**src/shared/sudc_pkg.sv**
```systemverilog
// Shared constants and decode helpers for the synchronous up/down counter
package sudc_pkg;

	// ----------------------------------------------------------------
	// Counter geometry and values
	// ----------------------------------------------------------------
	localparam int unsigned CNT_W       = 4;
	localparam logic [3:0]  CNT_RST     = 4'h0;
	localparam logic [3:0]  CNT_ZERO    = 4'h0;
	localparam logic [3:0]  CNT_ONE     = 4'h1;
	localparam logic [3:0]  DEC_MAX     = 4'h9;
	localparam logic [3:0]  BIN_MAX     = 4'hF;

	// ----------------------------------------------------------------
	// Register bus layout
	// ----------------------------------------------------------------
	localparam int unsigned BUS_AW      = 4;
	localparam int unsigned BUS_DW      = 32;
	localparam logic [3:0]  STATUS_OFS  = 4'h0;
	localparam logic [3:0]  PRESET_OFS  = 4'h4;
	localparam int unsigned ST_CNT_LSB  = 0;
	localparam int unsigned ST_RC_BIT   = 4;
	localparam int unsigned ST_UP_BIT   = 5;
	localparam int unsigned ST_SLD_BIT  = 6;
	localparam int unsigned PRE_VAL_LSB = 0;
	localparam logic [3:0]  PRESET_RST  = 4'h0;

	// Highest count of the chosen variant
	function automatic logic [3:0] sudc_max(input logic decade);
		sudc_max = decade ? DEC_MAX : BIN_MAX;
	endfunction

	// Terminal count: maximum going up, zero going down
	function automatic logic sudc_terminal(input logic [3:0] cnt, input logic up, input logic decade);
		sudc_terminal = up ? (cnt == sudc_max(decade)) : (cnt == CNT_ZERO);
	endfunction

endpackage

```
**src/design/sudc_step.sv**
```systemverilog
// Next count for one counting step, wrapping per variant
`timescale 1ns/10ps

module sudc_step
#(
	parameter bit DECADE = 1'b1
)
(
	input  wire logic [3:0] count_i,
	input  wire logic       up_i,
	output logic      [3:0] step_o
);

	// ----------------------------------------------------------------
	// Step value
	// ----------------------------------------------------------------
	// Wrap at terminal count, otherwise plus or minus one
	always_comb
	begin
		if (sudc_pkg::sudc_terminal(count_i, up_i, DECADE))
		begin
			step_o = up_i ? sudc_pkg::CNT_ZERO : sudc_pkg::sudc_max(DECADE);
		end
		else if (up_i)
		begin
			step_o = 4'(count_i + sudc_pkg::CNT_ONE);
		end
		else
		begin
			step_o = 4'(count_i - sudc_pkg::CNT_ONE);
		end
	end

endmodule

```
**src/design/sudc_top.sv**
```systemverilog
// Presettable 4-bit synchronous up/down counter with register bus access
//
// Contract
// - All state flip-flops change only on the rising edge of the single clock.
// - The four count outputs all change together on one edge.
// - A parameter selects a decade counter or a full-range 4-bit binary counter.
// - A low load input stops counting and copies the data inputs to the count at the next edge.
// - On a load each count bit is preset independently to the level of its data input.
// - The load input may be driven from a cascaded stage's carry so the stage reloads at terminal count.
// - Without load, the counter steps only when both count enables are low at the edge.
// - A high direction input counts up and a low one counts down.
// - The carry output goes low when trickle enable is low and the count is maximum going up or zero going down.
// - Count enables may change at any clock level and act on the count only at the next rising edge.
// - Enables, load and direction changes reach the count only at a clock edge; the carry follows trickle enable and direction at once.
// - The decade variant wraps nine to zero going up and zero to nine going down.
// - The binary variant wraps fifteen to zero going up and zero to fifteen going down.
`timescale 1ns/10ps

module sudc_top
#(
	parameter bit DECADE = 1'b1
)
(
	input  wire logic        sys_clk_i,
	input  wire logic        reset_i,
	input  wire logic        load_n_i,
	input  wire logic        parallel_count_enable_n_i,
	input  wire logic        trickle_count_enable_n_i,
	input  wire logic        up_i,
	input  wire logic        load_data_bit0_i,
	input  wire logic        load_data_bit1_i,
	input  wire logic        load_data_bit2_i,
	input  wire logic        load_data_bit3_i,
	output logic             count_bit0_o,
	output logic             count_bit1_o,
	output logic             count_bit2_o,
	output logic             count_bit3_o,
	output logic             ripple_carry_n_o,
	input  wire logic [3:0]  avs_address_i,
	input  wire logic        avs_read_i,
	input  wire logic        avs_write_i,
	input  wire logic [31:0] avs_writedata_i,
	input  wire logic [3:0]  avs_byteenable_i,
	output logic      [31:0] avs_readdata_o,
	output logic             avs_waitrequest_o
);

	// ----------------------------------------------------------------
	// Elaboration check
	// ----------------------------------------------------------------
	if (sudc_pkg::CNT_W != 4)
	begin : g_bad_width
		$error("Counter width must be four bits");
	end

	// ----------------------------------------------------------------
	// Declarations
	// ----------------------------------------------------------------
	logic [3:0]  count;
	logic [3:0]  next_count;
	logic [3:0]  step_value;
	logic [3:0]  load_data;
	logic        count_enabled;
	logic        terminal;
	logic [3:0]  preset;
	logic [3:0]  next_preset;
	logic        soft_load;
	logic        next_soft_load;
	logic        waiting;
	logic        next_waiting;
	logic [31:0] readdata;
	logic [31:0] next_readdata;
	logic        bus_take;

	// ----------------------------------------------------------------
	// Counter datapath
	// ----------------------------------------------------------------
	// Gather the four independent preset bits
	assign load_data     = {load_data_bit3_i, load_data_bit2_i, load_data_bit1_i, load_data_bit0_i};
	// Both enables low are needed to count
	assign count_enabled = ~parallel_count_enable_n_i & ~trickle_count_enable_n_i;
	assign terminal      = sudc_pkg::sudc_terminal(count, up_i, DECADE);

	// Plus or minus one step with wrap per variant
	sudc_step
	#(
		.DECADE (DECADE)
	)
	u_step
	(
		.count_i (count),
		.up_i    (up_i),
		.step_o  (step_value)
	);

	// Next count: pin load, then software preset, then counting, else hold
	always_comb
	begin
		if (!load_n_i)
		begin
			next_count = load_data;
		end
		else if (soft_load)
		begin
			next_count = preset;
		end
		else if (count_enabled)
		begin
			next_count = step_value;
		end
		else
		begin
			next_count = count;
		end
	end

	// All four bits register on the same rising edge
	always_ff @(posedge sys_clk_i)
	begin
		if (reset_i)
		begin
			count <= sudc_pkg::CNT_RST;
		end
		else
		begin
			count <= next_count;
		end
	end

	// Count outputs straight from the count flip-flops
	assign count_bit0_o = count[0];
	assign count_bit1_o = count[1];
	assign count_bit2_o = count[2];
	assign count_bit3_o = count[3];

	// Carry follows direction and trickle enable without waiting for a clock
	assign ripple_carry_n_o = ~(~trickle_count_enable_n_i & terminal);

	// ----------------------------------------------------------------
	// Register bus slave
	// ----------------------------------------------------------------
	// A request is taken while waitrequest is high; it completes one cycle later
	assign bus_take = (avs_read_i | avs_write_i) & waiting;

	// Next values for waitrequest, read data, preset value and preset strobe
	always_comb
	begin
		next_waiting   = 1'b1;
		next_readdata  = readdata;
		next_preset    = preset;
		next_soft_load = 1'b0;
		if (bus_take)
		begin
			next_waiting = 1'b0;
		end
		if (avs_read_i && waiting)
		begin
			next_readdata = '0;
			if (avs_address_i == sudc_pkg::STATUS_OFS)
			begin
				next_readdata[sudc_pkg::ST_CNT_LSB +: 4] = count;
				next_readdata[sudc_pkg::ST_RC_BIT]       = ripple_carry_n_o;
				next_readdata[sudc_pkg::ST_UP_BIT]       = up_i;
				next_readdata[sudc_pkg::ST_SLD_BIT]      = soft_load;
			end
			else if (avs_address_i == sudc_pkg::PRESET_OFS)
			begin
				next_readdata[sudc_pkg::PRE_VAL_LSB +: 4] = preset;
			end
		end
		// Write takes effect at the edge where waitrequest is seen low
		if (avs_write_i && !waiting && avs_byteenable_i[0])
		begin
			if (avs_address_i == sudc_pkg::PRESET_OFS)
			begin
				next_preset    = avs_writedata_i[sudc_pkg::PRE_VAL_LSB +: 4];
				next_soft_load = 1'b1;
			end
		end
	end

	// Bus state registers
	always_ff @(posedge sys_clk_i)
	begin
		if (reset_i)
		begin
			waiting   <= 1'b1;
			readdata  <= '0;
			preset    <= sudc_pkg::PRESET_RST;
			soft_load <= 1'b0;
		end
		else
		begin
			waiting   <= next_waiting;
			readdata  <= next_readdata;
			preset    <= next_preset;
			soft_load <= next_soft_load;
		end
	end

	assign avs_waitrequest_o = waiting;
	assign avs_readdata_o    = readdata;
endmodule

```
**config.mk**
```make
export PLATFORM = sky130hd
export DESIGN_NAME = sudc_top
export DESIGN_NICKNAME = d
export VERILOG_FILES = /design/src/shared/sudc_pkg.sv /design/src/design/sudc_step.sv /design/src/design/sudc_top.sv
export SDC_FILE = /design/constraint.sdc
export NUM_CORES = 1
export LEC_CHECK = 0
export ABC_AREA = 0
export ABC_CLOCK_PERIOD_IN_PS = 5300
export BUFFER_PORTS_ARGS = -buffer_cell sky130_fd_sc_hd__buf_4
export CAP_MARGIN = 40
export CORE_ASPECT_RATIO = 0.5
export CORE_MARGIN = 4
export CORE_UTILIZATION = 43
export CTS_CLUSTER_SIZE = 14
export DETAILED_ROUTE_END_ITERATION = 16
export PLACE_DENSITY = 0.95
export SETUP_SLACK_MARGIN = 0.1
export SYNTH_ARGS = -nofsm -noshare
export SYNTH_HDL_FRONTEND = slang
export SYNTH_HIERARCHICAL = 1
export SYNTH_SLANG_ARGS = --single-unit
export TNS_END_PERCENT = 100
```
**constraint.sdc**
```tcl
create_clock -name sys_clk_i -period 5.3 [get_ports sys_clk_i]
set_input_delay 0.265 -clock sys_clk_i [delete_from_list [all_inputs] [get_ports sys_clk_i]]
set_output_delay 0.265 -clock sys_clk_i [all_outputs]
set_load 0.03 [all_outputs]
```
======== After elaboration in Yosys (flattened, before gate mapping) ========
Cells that the tools add are included.
storage, ports and cells
  register bits ........................... 17
  input bits .............................. 52
  output and inout bits ................... 38
  logic and storage cells ................. 38
cells by class
  $add $sub $neg .......................... 2
  bitwise operators ....................... 8
  mux-type cells .......................... 12
  reductions and logical operators ........ 8
  equality and inequality tests ........... 3
operators with widths
  kind                                                    number
  two-way mux 4 bit                                       8
  zero test 4 bit                                         2
  adder 4 x 1 -> 4 bit (second input constant)            1
  equality test 4 x 3 -> 1 bit (second input constant)    1
  equality test 4 bit (second input constant)             1
  NOT 1 bit                                               4
  subtractor 4 x 1 -> 4 bit (second input constant)       1
  AND 1 bit                                               3
  logical AND 1 bit                                       3
  two-way mux 1 bit                                       3
  two-way mux 3 bit                                       1
  inequality test 3 x 1 -> 1 bit (second input constant)  1
  AND reduction 2 bit                                     1
  OR reduction 2 bit                                      1
  zero test 1 bit                                         1
  OR 1 bit                                                1

======== Depth between registers and ports, before layout ========
Gate-level depths: netlist (run 1).
  word-level depth ........................ 6
  mapped depth ............................ 9
  depth with buffers taken out ............ 9

======== Modules after synthesis ========
Netlist (run 1), hierarchy kept.
by module, submodules not included
  module     area an instance (um^2)  seq. area each (um^2)  instances  cells each
  sudc_top   1028.5                   340.3                  1          120
  sudc_step  173.9                    0.0                    1          23

======== Worst setup path after synthesis (run 1) ========
Ideal clock, no wire load.
  path type ............................... reg-to-reg
  start point ............................. register count[1]
  end point ............................... register count[3]
  data arrival time ....................... 2.037 ns
  path buffers ............................ 0
  clock period less this slack ............ 2.107 ns
  required time ........................... 5.230 ns
  setup slack ............................. 3.193 ns
  library setup time ...................... 0.070 ns
  cell stages (with the launch flop) ...... 9
  path through ............................ dfxtp_1 ha_1 a21o_1 a21oi_2 mux2_4 o211ai_2 mux2_2 o221ai_1 a21oi_1
on the way
  word-level cells in the longest chain between the ends .. 6
  elaborated cells on any way between the ends .. 10
  those cells by class .................... add/sub: 2; eq/ne: 1; mux: 6; reduce/logical: 1
ends and longest elaborated chain
  element                                                  RTL line                         text
  start, declared                                          sudc_top.sv:59                   logic [3:0] count;
  start signal, assigned                                   sudc_top.sv:122                  count <= sudc_pkg::CNT_RST;
  start signal, assigned                                   sudc_top.sv:126                  count <= next_count;
  subtractor 4 x 1 -> 4 bit, or another cell as far along  sudc_step.sv:30                  step_o = 4'(count_i - sudc_pkg::CNT_ONE);
  two-way mux 4 bit or two-way mux 1 bit (tied branches)   sudc_step.sv:24, sudc_pkg.sv:35
  two-way mux 4 bit *                                      sudc_step.sv:20                  if (sudc_pkg::sudc_terminal(count_i, up_i, DECADE))
  via step_value[3]                                        sudc_top.sv:61                   logic [3:0] step_value;
  two-way mux 4 bit *                                      sudc_top.sv:107                  else if (count_enabled)
  two-way mux 4 bit *                                      sudc_top.sv:103                  else if (soft_load)
  two-way mux 4 bit *                                      sudc_top.sv:99                   if (!load_n_i)
Mark *: on every way through the listed nets, which the timed path passes. The rest lies on a longest branch. The select of a mux whose other input is x is not followed.
A chain may end at the register's enable or synchronous reset.

======== Final worst setup path (run 1) ========
Ends and elaborated chain as after synthesis.

==> results of run 1 <==
==> cells by family after synthesis <==
| family | after synthesis | share of synthesized area (%) |
|---|---|---|
| flip-flops | 17 | 28.3 |
| XOR/XNOR | 1 | 0.729 |
| other | 1 | 0.312 |
| AND/OR/NAND/NOR | 46 | 22.6 |
| AO/OA/AOI/OAI | 32 | 17.1 |
| adder cells (fa/ha/maj) | 3 | 3.75 |
| multiplexers | 9 | 8.74 |
| buffers and inverters | 34 | 18.5 |
==> critical path, delay by kind of cell (launching register included) <==
| family | cells | cell delay [ns] |
|---|---|---|
| AO/OA/AOI/OAI | 5 | 0.79 |
| adder cells (fa/ha/maj) | 1 | 0.28 |
| flip-flops | 1 | 0.47 |
| multiplexers | 2 | 0.51 |
==> where the power goes <==
part | leakage [nW] | internal [mW] | switching, mW | total, mW
registers | 0.138 | 0.132 | 0.00782 | 0.139
logic | 0.463 | 0.0408 | 0.0665 | 0.107
clock network | 0.0255 | 0.0523 | 0.0464 | 0.0986
==> cell usage in the layout (no fill, tap or decap), types with 2 or more instances in the layout <==
master / count
clkbuf_8: 3
o221ai_1: 4
nor2_1: 4
nand3_1: 12
mux2_2: 8
ha_1: 2
or2_2: 4
nor3_1: 4
dfxtp_1: 17
o21ai_0: 7
or3b_1: 4
nand2_1: 8
a21oi_1: 14
conb_1: 25
and3_1: 2
inv_1: 5
buf_4: 33
==> worst paths after layout <==
check / start / to / slack (ns) / cells after the start
worst min register to register: avs_readdata_o[1] / avs_readdata_o[1] / 0.45 / 2
worst min-delay path: avs_write_i / avs_waitrequest_o / 0.23 / 2
worst max-delay path: count[1] / count[3] / 3.19 / 8
worst max register to register: count[1] / count[3] / 3.19 / 8
==> area by class of cell <==
| type | instances | share of cell area (%) |
|---|---|---|
| sequential | 17 | 23.8 |
| tap | 37 | 3.24 |
| clock buffer | 3 | 2.89 |
| multi-input combinational | 116 | 51.1 |
| timing repair buffer | 33 | 17.3 |
| inverter | 5 | 1.31 |
| clock inverter | 1 | 0.350 |
==> registers in the layout, indices dropped and copies added (netlist names) <==
signal             flops
count                  4
avs_waitrequest_o      1
preset                 4
avs_readdata_o         7
soft_load              1
==> through the flow <==
stage | std cells | cell area (sq um) | hold WS [ns]
CTS | 212 | 1430 | 0.235
global placement | 208 | 1380 | 0.445
finish | 212 | 1430 | 0.229
detailed placement | 208 | 1380 | 0.446
global route | 212 | 1430 | 0.229
floorplan | 167 | 1290 | 0.381
==> routing by layer <==
layer	wire length, um	GRT usage (%)	vias to the layer above
met5	0	0	-
met4	82	5.86	0
met3	265	3.36	12
met2	1500	30.1	67
met1	1110	17.5	513
li1	-	-	527
==> run summary, run 1 <==
Multi-input logic area: 729 sq um
Clock Sinks: 17
RSZ-0062 raised after global routing: false
TritonRoute pass-1 iters: 4
Critical-path maximum fanout: 8
Area contributors post-synth: dfxtp_1, buf_4, mux2_2
P_leak: 0.627 nW
CP Capture Type: flip-flop
Core region area: 2640 sq um
Ys async rst share: 0%
Worst Skew: 0.00206 ns
Arr. time, crit path: 2.30 ns
DIE AREA: 3760 sq um
Ys Warns: 6
Port bufs: 33
First-pass GRT wire length: 4570 um
Top cell type's share of synthesized area: 28.3%
Pins Over Slew Limit: 0
I/O Pins: 90
Grt total ovfl: 0
Largest stage delay on the critical path: 0.47 ns
Routed vias: 1119
Utilization after layout: 54.2%
CTS Buf Count: 3
Routed Antenna Nets: 0
Initial Util: 45.6%
Post-Syn Area: 1200 sq um
Placement row count: 13
GR Util All Layers: 15.8%
PwrDens: 242 nW/um^2
Post-DR vias/cell: 5.28
Count of different cell masters after synthesis: 36
Final TNS setup: 0 ns
Finish-stage setup viols: 0
Final Critical Period: 2.11 ns
Yosys reg bits: 17
Top-count cell post-synth: buf_4
Vias in the first global route: 1045
Worst vdd ir: 0.000127 V
Post-DR wirelength/cell: 14.0 um
Max Root-Sink Buffers: 2
Syn avg cell area: 8.41 sq um
Startpoint Class: flip-flop
Pre-CTS setup slack: 3.01 ns
Clock transition at path regs: 0.07 ns
Commonest cells post-synth: buf_4, dfxtp_1, a21oi_1
Antenna Diode Count: 0
Clk_lat worst skew: 0.26 ns
Post-synth EDFFs: 0
CP Class: reg2reg
Max_cap viols: 0
Die height: 45.4 um
H-tree Lvls: 1
CTS resizes: 0
Largest net degree at the start of global routing: 17
Layout cells sized above 1: 32.0%
Detailed placement HPWL: 2370 um
Residual DRC: 0
HP Class: in2reg
P&R area growth vs syn: 18.8%
Final worst slack: 3.19 ns
Post-synth top area cell: dfxtp_1
TritonCTS clock tree: done
Post-Syn Instances: 143
Hold buffers post-CTS: 0
Crit path cell chain: ha_1, a21o_1, a21oi_2, mux2_4, o211ai_2, mux2_2, o221ai_1, a21oi_1
Postcts setup bufs: 0
Final period util: 39.9%
Status: finished clean
Drt total wl: 2960 um
Final RePlAce weighted congestion: 0.900
Register area: 340 sq um
Pwr Total: 0.345 mW
NumNets Final: 231
Final hold vios: 0
Initial antenna violation count: 0
Sequential area share after synthesis: 28.3%
Fmax: 473 MHz
Worst EP required: 5.49 ns
CP max-delay cell: dfxtp_1
Primary FF master, synth: dfxtp_1
First DRT Iteration DRCs: 107
# fillers: 224
Die Wd: 82.8 um
CTS root buf: clkbuf_8
No activity file was read; power rests on OpenSTA's default activity.
==> run 2, diff against run 1 <==
Settings changed: ABC_AREA 0 to 1, ABC_CLOCK_PERIOD_IN_PS 5300 to 1900, CORE_UTILIZATION 43 to 36, PLACE_DENSITY 0.95 to 0.87.
Clock period 5.3 ns to 1.9 ns, I/O delays scaled along.
==> run summary, run 2 <==
Status: finished clean
Fmax: 615 MHz
Post-DR wirelength/cell: 12.1 um
Largest register FFs: 7
Yosys reg bits: 17
Post-Syn Instances: 174
Worst Skew: 0.00206 ns
Initial Util: 39.0%
Sequential area share after synthesis: 28.1%
# fillers: 296
Die height: 49.0 um
Clk_lat worst skew: 0.25 ns
Ys Warns: 6
Residual DRC: 0
Commonest cells post-synth: nand2_1, buf_4, nor2_1
TritonRoute pass-1 iters: 5
Max_cap viols: 0
Routed vias: 1202
Post-DR vias/cell: 4.77
Max Root-Sink Buffers: 2
CP max-delay cell: fa_1
Count of different cell masters after synthesis: 27
Most frequent cells in the layout: nand2_1, buf_4, nor2_1, conb_1, dfxtp_1
Placement row count: 14
Final RePlAce weighted congestion: 0.826
Post-Syn Area: 1210 sq um
Final TNS setup: 0 ns
TritonCTS clock tree: done
Clock Sinks: 17
Final period util: 85.5%
CTS resizes: 0
First DRT Iteration DRCs: 93
GR Util All Layers: 13.8%
I/O Pins: 90
HP Class: in2reg
Top-count cell post-synth: nand2_1
Crit path cell chain: fa_1, a21boi_0, o21ai_0, o21ai_0, nor2_1, nor2_1
Hold buffers post-CTS: 0
CP Capture Type: flip-flop
PwrDens: 646 nW/um^2
Most common cell after layout, fill and taps aside: nand2_1
Final hold vios: 0
Critical-path maximum fanout: 3
P&R area growth vs syn: 21.7%
CTS Buf Count: 3
Detailed placement HPWL: 2400 um
First-pass GRT wire length: 4990 um
Port bufs: 33
Area contributors post-synth: dfxtp_1, buf_4, nand2_1
Arr. time, crit path: 1.82 ns
P_leak: 0.780 nW
Largest net degree at the start of global routing: 11
Placed Instances: 248
Postcts setup bufs: 0
H-tree Lvls: 1
Syn avg cell area: 6.95 sq um
Largest stage delay on the critical path: 0.49 ns
Die Wd: 90.0 um
Final std cells w/o fill: 252
Ys async rst share: 0%
Post-synth EDFFs: 0
Drt total wl: 3040 um
Grt total ovfl: 0
Final Critical Period: 1.63 ns
Final hold slack: 0.0614 ns
CTS root buf: clkbuf_8
CP bufs+invs: 0
Pins Over Slew Limit: 0
Layout cells sized above 1: 25.5%
Antenna Diode Count: 0
Primary FF master, synth: dfxtp_1
Clock transition at path regs: 0.06 ns
Core region area: 3100 sq um
RSZ-0062 raised after global routing: false
Startpoint Class: flip-flop
NumNets Final: 268
CP delay by family, top: compound AO/OA/AOI/OAI gates
Post-synth top area cell: dfxtp_1
Finish-stage setup viols: 0
Routed Antenna Nets: 0
CP Class: reg2reg
Initial antenna violation count: 0
Worst EP required: 2.09 ns
Worst vdd ir: 0.000400 V
DIE AREA: 4410 sq um
Top cell type's share of synthesized area: 28.1%
Vias in the first global route: 1128
-- run 2: cells by family (layout without fill, tap and decap cells) --
logic type / count (synthesis) / count (layout) / synth area share [%]
AOI/OAI and AO/OA: 27 / 27 / 12.7
adders and majority gates: 3 / 3 / 3.72
buffers and inverters: 39 / 53 / 20.2
DFF: 17 / 17 / 28.1
other: 1 / 25 / 0.310
and+or+nand+nor: 87 / 87 / 35.0
-- run 2: final timing paths --
path,startpoint,to,slack (ns),depth (start not counted)
setup reg to reg,count[1],count[1],0.27,6
hold / removal,avs_read_i,avs_waitrequest_o,0.06,2
hold reg to reg,avs_waitrequest_o,avs_waitrequest_o,0.46,1
setup / recovery,count[1],count[1],0.27,6
-- run 2: through the flow --
step / total power, mW / instance area [sq um] / setup WS [ns] / util (%)
6_report: 0.951 / 1470 / 0.275 / 47.5
5_1_grt: 1.01 / 1470 / 0.121 / 47.5
4_1_cts: 0.953 / 1470 / 0.269 / 47.5
3_5_place_dp: 0.684 / 1430 / 0.221 / 46.0
3_3_place_gp: 0.673 / 1430 / 0.281 / 46.0
2_1_floorplan: 0.622 / 1300 / 0.207 / -
-- run 2: report_power, final --
part	internal (mW)	leakage, nW	switching (mW)
clock network	0.149	0.0228	0.117
registers	0.368	0.138	0.0139
logic	0.0971	0.619	0.206
total	0.614	0.780	0.337
-- run 2: area by class of cell --
type	instances	area (sq um)	share of cell area (%)
multi-input combinational	142	716	48.6
sequential	17	340	23.1
timing repair buffer	36	270	18.4
inverter	13	51.3	3.48
tap	40	50.0	3.40
clock buffer	4	45.0	3.06
-- run 2: routing by layer --
| metal | vias up | track usage, % | routed length, um |
|---|---|---|---|
| met5 | - | 0 | 0 |
| met4 | 0 | 6.09 | 96 |
| met3 | 16 | 4.31 | 284 |
| met2 | 76 | 26.1 | 1490 |
| met1 | 528 | 14.2 | 1160 |
| li1 | 582 | - | - |
-- run 2: worst reg2reg max path, cell delays in order (launching register included) --
cell	delay (ns)
dfxtp_1	0.35
fa_1	0.49
a21boi_0	0.25
o21ai_0	0.13
o21ai_0	0.19
nor2_1	0.07
nor2_1	0.09
==> run 3, diff against run 2 <==
Settings changed: ABC_AREA 1 to not set.
==> run summary, run 3 (synthesized netlist as in run 1, its figures left out) <==
Die height: 48.9 um
Vias in the first global route: 1049
P&R area growth vs syn: 25.8%
CP Class: reg2reg
Sw Share: 34.3%
Port bufs: 33
Final hold vios: 0
Initial Util: 38.8%
Post-DR wirelength/cell: 13.6 um
Final RePlAce weighted congestion: 0.870
Clock transition at path regs: 0.07 ns
Power share of the sequential group: 39.1%
Post-DR vias/cell: 5.00
Finish-stage setup viols: 0
GR Util All Layers: 13.1%
Die Wd: 89.7 um
First DRT Iteration DRCs: 73
Final Critical Period: 1.89 ns
Antenna Diode Count: 0
Clock power share: 27.4%
Post-route design area: 1510 sq um
Routed Antenna Nets: 0
Clk_lat worst skew: 0.25 ns
Drt total wl: 3000 um
PwrDens: 653 nW/um^2
Status: finished clean
Core region area: 3100 sq um
Fmax: 530 MHz
Arr. time, crit path: 2.07 ns
Worst EP required: 2.09 ns
Pins Over Slew Limit: 0
Internal power: 0.649 mW
Clock Sinks: 17
Max_cap viols: 0
DIE AREA: 4380 sq um
Placed cell area: 1440 sq um
TritonCTS clock tree: done
Placement row count: 14
Max Root-Sink Buffers: 2
Critical-path maximum fanout: 2
Startpoint Class: flip-flop
Worst vdd ir: 0.000243 V
Final period util: 99.4%
# fillers: 279
Utilization after layout: 48.8%
First-pass GRT wire length: 4720 um
CTS Buf Count: 3
Final hold slack: 0.0694 ns
Psw: 0.339 mW
Worst Skew: 0.00323 ns
Grt total ovfl: 0
H-tree Lvls: 1
P_leak: 0.661 nW
Most common cell after layout, fill and taps aside: buf_4
Layout cells sized above 1: 38.1%
Most frequent cells in the layout: buf_4, conb_1, a21oi_1, dfxtp_1, nand3_1
TritonRoute pass-1 iters: 4
Largest net degree at the start of global routing: 17
I/O Pins: 90
Routed vias: 1105
Hold buffers post-CTS: 0
CP Capture Type: flip-flop
Detailed placement HPWL: 2310 um
RSZ-0062 raised after global routing: true
Largest register FFs: 7
NumNets Final: 237
Residual DRC: 0
Pwr Total: 0.987 mW
CTS root buf: clkbuf_8
HP Class: in2reg
Final TNS setup: 0 ns
Combinational power share: 33.5%
Initial antenna violation count: 0
-- run 3: cell types whose count changed in the layout (fill, tap and decap cells not counted), sizes merged, moves of 4 or more --
cell,before,now
a21oi,8,15
nor3,0,5
nand2,39,8
o21ai,16,7
mux2,0,9
or3b,0,4
nor2,31,4
inv,13,5
o221ai,0,4
-- run 3: power groups by stage --
stage | logic [mW] | clock network [mW] | registers, mW
after floorplan | 0.232 | 0 | 0.414
after global placement | 0.300 | 0 | 0.392
after detailed placement | 0.308 | 0 | 0.393
after CTS | 0.318 | 0.281 | 0.386
after global routing | 0.355 | 0.297 | 0.389
final | 0.331 | 0.270 | 0.386
-- run 3: final cells by class --
cell class	instances	area, sq um	share of cell area, %
Tap cell	40	50.0	3.31
Multi-Input combinational cell	116	758	50.1
Sequential cell	17	347	22.9
Clock buffer	3	41.3	2.73
Clock inverter	1	5.00	0.331
Timing Repair Buffer	39	293	19.4
Inverter	5	18.8	1.24
-- run 3: final timing paths --
path | from | endpoint | slack, ns | depth (start not counted)
max | count[1] | count[3] | 0.01 | 8
min | avs_write_i | avs_waitrequest_o | 0.07 | 2
max reg2reg | count[1] | count[3] | 0.01 | 8
min reg2reg | avs_readdata_o[0] | avs_readdata_o[0] | 0.46 | 2
-- run 3: critical path, cell delays in order, from the launching register on --
cell and delay [ns]:
dfxtp_4 0.35, ha_4 0.23, a21o_1 0.16, a21oi_2 0.18, mux2_4 0.32, o211ai_2 0.17, mux2_4 0.17, o221ai_2 0.08
a21oi_1 0.16
-- run 3: routing by layer --
metal  vias to the layer above  part of all wire (%)  global-route usage, %
li1                        537                     -                      -
met3                         8                   7.2                   3.39
met4                         0                   2.3                   6.62
met2                        51                    52                   24.8
met1                       509                    39                   13.7
met5                         -                     0                      0
-- run 3: what timing repair did --
action / CTS / global route
buffers inserted: 1 / 1
pin swaps: 2 / 5
gates resized for setup: 1 / 4
cloned: 0 / 0
endpoints found under the setup margin: 1 / 2
-- run 3: through the flow --
stage | worst slack [ns] | instances
6_report | 0.0120 | 221
5_1_grt | -0.0352 | 221
4_1_cts | 0.0397 | 220
3_5_place_dp | 0.0158 | 215
3_3_place_gp | 0.0641 | 215
2_1_floorplan | 0.0714 | 167
